## src/logic/ops_defs.svh

```systemverilog
// constants for the output port with stop reaction
// assumes inclusion by both ends and by the bench
`ifndef OPS_DEFS_SVH
`define OPS_DEFS_SVH
`define OPS_CHANNELS          8
`define OPS_REC_BYTES         4
`define OPS_REC_NUMBER        8'h01
`define OPS_PIDX_STOP_SEL     2'h0
`define OPS_PIDX_SUBST        2'h1
`define OPS_PIDX_UNUSED_A     2'h2
`define OPS_PIDX_UNUSED_B     2'h3
`define OPS_PARAM_RESET       8'h00
`define OPS_BIT_HOLD          0
`define OPS_BIT_SUBST         1
`define OPS_STOP_SUPPORTED    8'hC3
`define OPS_UNUSED_SUPPORTED  8'h00
`define OPS_REG_CTRL          12'h000
`define OPS_REG_OUT_BYTE      12'h004
`define OPS_REG_REC_LO        12'h008
`define OPS_REG_STATUS        12'h00C
`define OPS_REG_IRQ_STAT      12'h010
`define OPS_REG_IRQ_CLR       12'h014
`define OPS_REG_IRQ_EN        12'h018
`define OPS_CTRL_RUN          0
`define OPS_CTRL_SEND         1
`define OPS_IRQ_SENT          0
`define OPS_IRQ_REJECT        1
`define OPS_IRQ_BITS          2
`endif

```

## src/logic/ops_pkg.sv

```systemverilog
// types used by the cpu end of the output port
// assumes ops_defs.svh for the numeric constants
package ops_pkg;
    typedef enum logic [1:0] {
        OPS_IDLE,
        OPS_SEND,
        OPS_WAIT
    } ops_send_state_t;
endpackage

```

## src/logic/ops_link_if.sv

```systemverilog
// backplane link between controlling cpu and output module
// assumes one clock shared by both ends
interface ops_link_if;
    logic       cpu_run;
    logic       out_valid;
    logic [7:0] out_byte;
    logic       rec_valid;
    logic [1:0] rec_idx;
    logic [7:0] rec_data;
    logic       rec_last;
    logic       rec_ack;
    logic       rec_err;
    modport cpu (output cpu_run, out_valid, out_byte, rec_valid, rec_idx, rec_data,
                 rec_last, input rec_ack, rec_err);
    modport module_end (input cpu_run, out_valid, out_byte, rec_valid, rec_idx, rec_data,
                        rec_last, output rec_ack, rec_err);
endinterface

```

## src/logic/ops_cpu_end.sv

```systemverilog
// controlling cpu end: apb registers drive the link to the module
// assumes an apb master on the same clock
`include "ops_defs.svh"
module ops_cpu_end (
    // clock and reset
    input  wire logic        clk_in,
    input  wire logic        reset_in,
    // apb slave
    input  wire logic        psel_in,
    input  wire logic        penable_in,
    input  wire logic        pwrite_in,
    input  wire logic [11:0] paddr_in,
    input  wire logic [31:0] pwdata_in,
    output logic [31:0]      prdata_out,
    output logic             pready_out,
    output logic             pslverr_out,
    output logic             irq_out,
    // link to module
    ops_link_if.cpu          link
);
    logic [31:0]                rec_ff;
    logic [7:0]                 out_ff;
    logic                       run_ff;
    logic                       send_req_ff;
    logic [1:0]                 idx_ff;
    logic [`OPS_IRQ_BITS-1:0]   irq_stat_ff;
    logic [`OPS_IRQ_BITS-1:0]   irq_en_ff;
    logic                       last_err_ff;
    ops_pkg::ops_send_state_t   state_ff;
    logic                       wr;
    logic                       rd;
    logic [`OPS_IRQ_BITS-1:0]   ev;

    assign wr = psel_in && penable_in && pwrite_in;
    assign rd = psel_in && !penable_in && !pwrite_in;

    // register writes; run entry or send bit triggers record transfer
    always_ff @(posedge clk_in) begin
        if (reset_in) begin
            rec_ff      <= 32'h0000_0000;
            out_ff      <= 8'h00;
            run_ff      <= 1'b0;
            send_req_ff <= 1'b0;
            irq_en_ff   <= '0;
        end else begin
            if (state_ff == ops_pkg::OPS_SEND) begin
                send_req_ff <= 1'b0;
            end
            if (wr) begin
                if (paddr_in == `OPS_REG_CTRL) begin
                    run_ff <= pwdata_in[`OPS_CTRL_RUN];
                    if ((pwdata_in[`OPS_CTRL_RUN] && !run_ff) || pwdata_in[`OPS_CTRL_SEND]) begin
                        send_req_ff <= 1'b1; // RL2 RL5
                    end
                end else if (paddr_in == `OPS_REG_OUT_BYTE) begin
                    out_ff <= pwdata_in[7:0];
                end else if (paddr_in == `OPS_REG_REC_LO) begin
                    rec_ff <= pwdata_in;
                end else if (paddr_in == `OPS_REG_IRQ_EN) begin
                    irq_en_ff <= pwdata_in[`OPS_IRQ_BITS-1:0];
                end
            end
        end
    end

    // record transfer sequencer, bytes 0 to 3
    always_ff @(posedge clk_in) begin
        if (reset_in) begin
            state_ff <= ops_pkg::OPS_IDLE;
            idx_ff   <= 2'h0;
        end else begin
            case (state_ff)
                ops_pkg::OPS_IDLE: begin
                    idx_ff <= 2'h0;
                    if (send_req_ff) begin
                        state_ff <= ops_pkg::OPS_SEND;
                    end
                end
                ops_pkg::OPS_SEND: begin
                    idx_ff <= idx_ff + 2'h1;
                    if (idx_ff == 2'h3) begin
                        state_ff <= ops_pkg::OPS_WAIT; // RL4
                    end
                end
                default: begin
                    if (link.rec_ack) begin
                        state_ff <= ops_pkg::OPS_IDLE;
                    end
                end
            endcase
        end
    end

    // link drive, all from flip-flops
    always_ff @(posedge clk_in) begin
        if (reset_in) begin
            link.cpu_run   <= 1'b0;
            link.out_valid <= 1'b0;
            link.out_byte  <= 8'h00;
            link.rec_valid <= 1'b0;
            link.rec_idx   <= 2'h0;
            link.rec_data  <= 8'h00;
            link.rec_last  <= 1'b0;
        end else begin
            // run raised only after record went out
            link.cpu_run   <= run_ff && (state_ff == ops_pkg::OPS_IDLE) && !send_req_ff
                              ? 1'b1 : (run_ff ? link.cpu_run : 1'b0); // RL2
            link.out_valid <= run_ff;
            link.out_byte  <= out_ff;
            link.rec_valid <= (state_ff == ops_pkg::OPS_SEND);
            link.rec_idx   <= idx_ff;
            link.rec_data  <= rec_ff[idx_ff*8 +: 8]; // RL8 RL10
            link.rec_last  <= (state_ff == ops_pkg::OPS_SEND) && (idx_ff == 2'h3);
        end
    end

    // sticky status, set wins over clear
    assign ev = {link.rec_err, link.rec_ack && !link.rec_err};
    always_ff @(posedge clk_in) begin
        if (reset_in) begin
            irq_stat_ff <= '0;
            last_err_ff <= 1'b0;
            irq_out     <= 1'b0;
        end else begin
            if (link.rec_ack) begin
                last_err_ff <= link.rec_err;
            end
            if (wr && paddr_in == `OPS_REG_IRQ_CLR) begin
                irq_stat_ff <= (irq_stat_ff & ~pwdata_in[`OPS_IRQ_BITS-1:0]) | ev;
            end else begin
                irq_stat_ff <= irq_stat_ff | ev;
            end
            irq_out <= |(irq_stat_ff & irq_en_ff);
        end
    end

    // apb read data and no wait state
    always_ff @(posedge clk_in) begin
        if (reset_in) begin
            prdata_out  <= 32'h0000_0000;
            pready_out  <= 1'b0;
            pslverr_out <= 1'b0;
        end else begin
            pready_out  <= psel_in && !penable_in;
            pslverr_out <= psel_in && !penable_in && (paddr_in > `OPS_REG_IRQ_EN);
            if (rd) begin
                if (paddr_in == `OPS_REG_CTRL) begin
                    prdata_out <= {31'h0, run_ff};
                end else if (paddr_in == `OPS_REG_OUT_BYTE) begin
                    prdata_out <= {24'h0, out_ff};
                end else if (paddr_in == `OPS_REG_REC_LO) begin
                    prdata_out <= rec_ff;
                end else if (paddr_in == `OPS_REG_STATUS) begin
                    prdata_out <= {29'h0, last_err_ff, link.cpu_run,
                                   state_ff != ops_pkg::OPS_IDLE};
                end else if (paddr_in == `OPS_REG_IRQ_STAT) begin
                    prdata_out <= {30'h0, irq_stat_ff};
                end else if (paddr_in == `OPS_REG_IRQ_EN) begin
                    prdata_out <= {30'h0, irq_en_ff};
                end else begin
                    prdata_out <= 32'h0000_0000;
                end
            end
        end
    end
endmodule // ops_cpu_end

```

## src/flat_wrapper.sv

```systemverilog
// flat-port wrapper written by rule: the top's interface ports become plain ports
module ops_cpu_end_flat 
  (clk_in, reset_in, psel_in, penable_in, pwrite_in, paddr_in, pwdata_in, prdata_out, pready_out, pslverr_out, irq_out, link_cpu_run, link_out_valid, link_out_byte, link_rec_valid, link_rec_idx, link_rec_data, link_rec_last, link_rec_ack, link_rec_err);
  ops_link_if link_i ();
  input  wire logic clk_in;
  input  wire logic reset_in;
  input  wire logic psel_in;
  input  wire logic penable_in;
  input  wire logic pwrite_in;
  input  wire logic [11:0] paddr_in;
  input  wire logic [31:0] pwdata_in;
  output logic [31:0] prdata_out;
  output logic pready_out;
  output logic pslverr_out;
  output logic irq_out;
  output wire logic [$bits(link_i.cpu_run)-1:0] link_cpu_run;
  output wire logic [$bits(link_i.out_valid)-1:0] link_out_valid;
  output wire logic [$bits(link_i.out_byte)-1:0] link_out_byte;
  output wire logic [$bits(link_i.rec_valid)-1:0] link_rec_valid;
  output wire logic [$bits(link_i.rec_idx)-1:0] link_rec_idx;
  output wire logic [$bits(link_i.rec_data)-1:0] link_rec_data;
  output wire logic [$bits(link_i.rec_last)-1:0] link_rec_last;
  input wire logic [$bits(link_i.rec_ack)-1:0] link_rec_ack;
  input wire logic [$bits(link_i.rec_err)-1:0] link_rec_err;
  assign link_cpu_run = link_i.cpu_run;
  assign link_out_valid = link_i.out_valid;
  assign link_out_byte = link_i.out_byte;
  assign link_rec_valid = link_i.rec_valid;
  assign link_rec_idx = link_i.rec_idx;
  assign link_rec_data = link_i.rec_data;
  assign link_rec_last = link_i.rec_last;
  assign link_i.rec_ack = link_rec_ack;
  assign link_i.rec_err = link_rec_err;
  ops_cpu_end u_core (.clk_in(clk_in), .reset_in(reset_in), .psel_in(psel_in), .penable_in(penable_in), .pwrite_in(pwrite_in), .paddr_in(paddr_in), .pwdata_in(pwdata_in), .prdata_out(prdata_out), .pready_out(pready_out), .pslverr_out(pslverr_out), .irq_out(irq_out), .link(link_i));
endmodule
```

## config.mk

```make
export PLATFORM = sky130hd
export DESIGN_NAME = ops_cpu_end_flat
export DESIGN_NICKNAME = d
export VERILOG_FILES = /design/src/logic/ops_pkg.sv /design/src/logic/ops_link_if.sv /design/src/logic/ops_cpu_end.sv /design/src/flat_wrapper.sv
export VERILOG_INCLUDE_DIRS = /design/src /design/src/logic
export SDC_FILE = /design/constraint.sdc
export NUM_CORES = 1
export LEC_CHECK = 0
export ABC_AREA = 1
export CORE_ASPECT_RATIO = 0.7
export CORE_MARGIN = 2
export CORE_UTILIZATION = 45
export DETAILED_ROUTE_END_ITERATION = 8
export DONT_BUFFER_PORTS = 1
export PLACE_DENSITY_LB_ADDON = 0.08
export REMOVE_ABC_BUFFERS = 1
export SYNTH_ARGS = -nofsm -noshare
export SYNTH_HDL_FRONTEND = slang
export SYNTH_SLANG_ARGS = --single-unit
export TNS_END_PERCENT = 100
```

## constraint.sdc

```tcl
create_clock -name clk_in -period 1.3 [get_ports clk_in]
set_input_delay 0.065 -clock clk_in [delete_from_list [all_inputs] [get_ports clk_in]]
set_output_delay 0.065 -clock clk_in [all_outputs]
set_load 0.01 [all_outputs]
```

==> impl_metrics.json <==
{
  "status": "completed",
  "io-pin-count": 108,
  "fmax_mhz": 801.9,
  "avgRoutedWirePerCell_microns": 15.74,
  "drt-initial-drc-count": 182,
  "die_w_microns": 119.0,
  "drc_errors": 0,
  "antenna_cells": 0,
  "dominantRegCellSynth": "dfxtp_1",
  "crit_buf_inv": 3,
  "finish.utilization": 0.5695,
  "p_per_area_nw_per_um2": 1179,
  "hold_class": "in2reg",
  "register_area_sq_um": 2162,
  "gp_congestion": 0.8468,
  "max-slew-margin-rel": 0.7969,
  "power_frac_comb": 0.048,
  "path_class": "in2reg",
  "ys_seq_area_frac": 0.5189,
  "holdWs_ns": 0.06718,
  "cp_max_fo": 12,
  "yosysMostFrequentCell": "dfxtp_1",
  "rows": 29,
  "clock_skew_ns": 0.004942,
  "dp.cells": 651,
  "cts_tree": "yes",
  "synth_cells": 541,
  "hold_viol": 0,
  "synth_common_cells": "dfxtp_1 (108), a21oi_1 (98), nand2_1 (80)",
  "clock_latency_ns": 0.33,
  "vdd_drop_max_uv": 808.7,
  "grt_pass1_wl_microns": 17450,
  "cp.required_ns": 1.53,
  "arrival_ns": 1.48,
  "n_fill_cell": 892,
  "cp-end-kind": "flip-flop",
  "rsz0062_at_grt": "yes",
  "worst_slew_pin_slew_ns": 0.3014,
  "internal-power_w": 0.004732,
  "clk_transition_reported_paths_ns": 0.07,
  "core_area_sq_um": 9035,
  "clockPowerShare": 0.400,
  "dieArea_sq_um": 10060,
  "netlist_top_cells_area": "dfxtp_1 (52%), a21oi_1 (12%), o21ai_0 (7.6%)",
  "syn_area_sq_um": 4166,
  "nets": 639,
  "period_minus_slack_ns": 1.247,
  "crit_top_cell": "nand2_4",
  "drtPass1Iterations": 4,
  "stdcell_count": 714,
  "grt_pass1_vias": 3464,
  "grtUsageTotal": 0.2205,
  "cts_root_buf": "clkbuf_16",
  "synth_top_area_cell": "dfxtp_1",
  "hpwl_microns": 7101,
  "clockBufferDepth": 2,
  "initial_core_util": 0.4612,
  "antenna_found_initial": 0,
  "ys_ff_latch": 108,
  "critPathMaxStageDelay_ns": 0.54,
  "yosysWarnings": 0,
  "netlist.area_leader.share": 0.5189,
  "critPathSlowestCell": "dlygate4sd3_1",
  "fin_crit_sh": 0.9592,
  "synth_edf_count": 0,
  "antenna_left": 0,
  "numPortBuffers": 0,
  "die_h_microns": 84.51,
  "p_leak_nw": 1.941,
  "path_cells": "nor2_1 > nand2_2 > nor2_4 > nand2_4 > inv_4 > nand2_4 > buf_8 > nand2_1 > a21oi_1 > dlygate4sd3_1",
  "syn_to_final_growth_pct": 23.48,
  "postSynth.asyncResetShare": 0,
  "finalSetupViolCount": 0,
  "htreeDepth": 3,
  "power_switching_w": 0.001336,
  "final_area_sq_um": 5145,
  "postRouteWirelength_microns": 11240,
  "cts.sinks": 108,
  "multi_input_area_sq_um": 1647,
  "avgSynthCellArea_sq_um": 7.701,
  "cap_violations": 0,
  "vias": 3741,
  "overflow": 0,
  "swShare": 0.2201,
  "cp_top_family": "buffers and inverters",
  "routed_via_density": 5.239,
  "seq_power_share": 0.552,
  "slew_viol_final": 0,
  "dpl_cell_area_sq_um": 4315,
  "synth.distinct_cells": 31,
  "drive_above_1_share": 0.09322,
  "cts_buffers": 9,
  "critPathLaunchType": "input pin",
  "grt_max_degree": 56
}
[final timing paths]
kind,slack [ns],cells past startpoint,from,to
setup reg to reg,0.08,3,u_core.irq_stat_ff[0],u_core.irq_stat_ff[0]
hold reg to reg,0.45,2,u_core.out_ff[3],u_core.link.out_byte[3]
setup / recovery,0.05,10,paddr_in[8],u_core.rec_ff[24]
hold / removal,0.07,2,reset_in,u_core.prdata_out[8]
[cells in the final DEF (no fill, tap or decap), types with 2 or more instances in the layout]
master / instances
clkinv_2: 3
dfxtp_1: 108
o21ai_1: 7
nand2_4: 2
nor2_1: 41
buf_12: 2
dlygate4sd3_1: 39
nand2_1: 80
a21oi_1: 98
clkinvlp_4: 3
nor2_4: 2
inv_2: 3
nor2_2: 4
o21bai_1: 6
clkbuf_16: 11
buf_4: 16
nand4_1: 3
inv_1: 60
o21ai_0: 63
nand3_1: 21
[metal layers]
metal	up-vias	GRT usage	routed length, microns
met1	1771	0.3075	5345
met2	101	0.3318	5032
li1	1863	-	-
met3	6	0.06590	788
met4	0	0.06385	71
met5	-	0	0
[worst register-to-register path, stage by stage, from the launching register on]
cell	delay [ns]
dfxtp_1	0.36
o21ai_0	0.09
a21oi_1	0.14
dlygate4sd3_1	0.57
[flip-flops by register name, indices dropped and copies added, names as in the netlist, 2 cells and up]
| register | cells |
|---|---|
| u_core.rec_ff | 32 |
| u_core.link.out_byte | 8 |
| u_core.irq_en_ff | 2 |
| u_core.idx_ff | 2 |
| u_core.out_ff | 8 |
| u_core.irq_stat_ff | 2 |
| u_core.state_ff | 2 |
| u_core.prdata_out | 32 |
| u_core.link.rec_idx | 2 |
| u_core.link.rec_data | 8 |
[repair_timing]
| action | in CTS | in global routing |
|---|---|---|
| hold buffers | 41 | 0 |
| endpoints found under the hold margin | 99 | 0 |
| resized for setup | 0 | 14 |
| setup buffers | 0 | 6 |
| setup endpoints to repair | 0 | 31 |
[cells by family (layout without fill, tap and decap cells)]
| family | after synthesis | after routing | synth area share |
|---|---|---|---|
| AO/OA/AOI/OAI | 179 | 179 | 0.2219 |
| buffers and inverters | 94 | 143 | 0.09279 |
| adder cells (fa/ha/maj) | 1 | 1 | 0.003003 |
| AND/OR/NAND/NOR | 159 | 159 | 0.1634 |
| flip-flops | 108 | 108 | 0.5189 |
[power groups by stage]
stage | sequential, W | clock, W | combinational (W)
finish | 0.00335 | 0.00243 | 0.000289
global route | 0.00335 | 0.00264 | 0.000318
global placement | 0.00343 | 0 | 0.000144
floorplan | 0.00342 | 0 | 0.000104
detailed placement | 0.00343 | 0 | 0.000147
CTS | 0.00335 | 0.00249 | 0.000281
[stage by stage]
| stage | setup TNS, ns | setup WS (ns) | power [W] |
|---|---|---|---|
| floorplan | -10.02 | -0.2444 | 0.003523 |
| global placement | -0.03772 | -0.03772 | 0.003570 |
| detailed placement | -0.05903 | -0.05903 | 0.003572 |
| CTS | 0 | 0.01302 | 0.006118 |
| global route | -0.01856 | -0.01729 | 0.006306 |
| finish | 0 | 0.05301 | 0.006068 |
[cell type report]
type / count / area share
inverter: 66 / 0.05010
timing repair buffer: 63 / 0.1296
sequential: 108 / 0.4202
tap: 124 / 0.03016
clock inverter: 5 / 0.006080
clock buffer: 9 / 0.04377
multi-input combinational: 339 / 0.3200
Power figures use the tool's default switching activity.
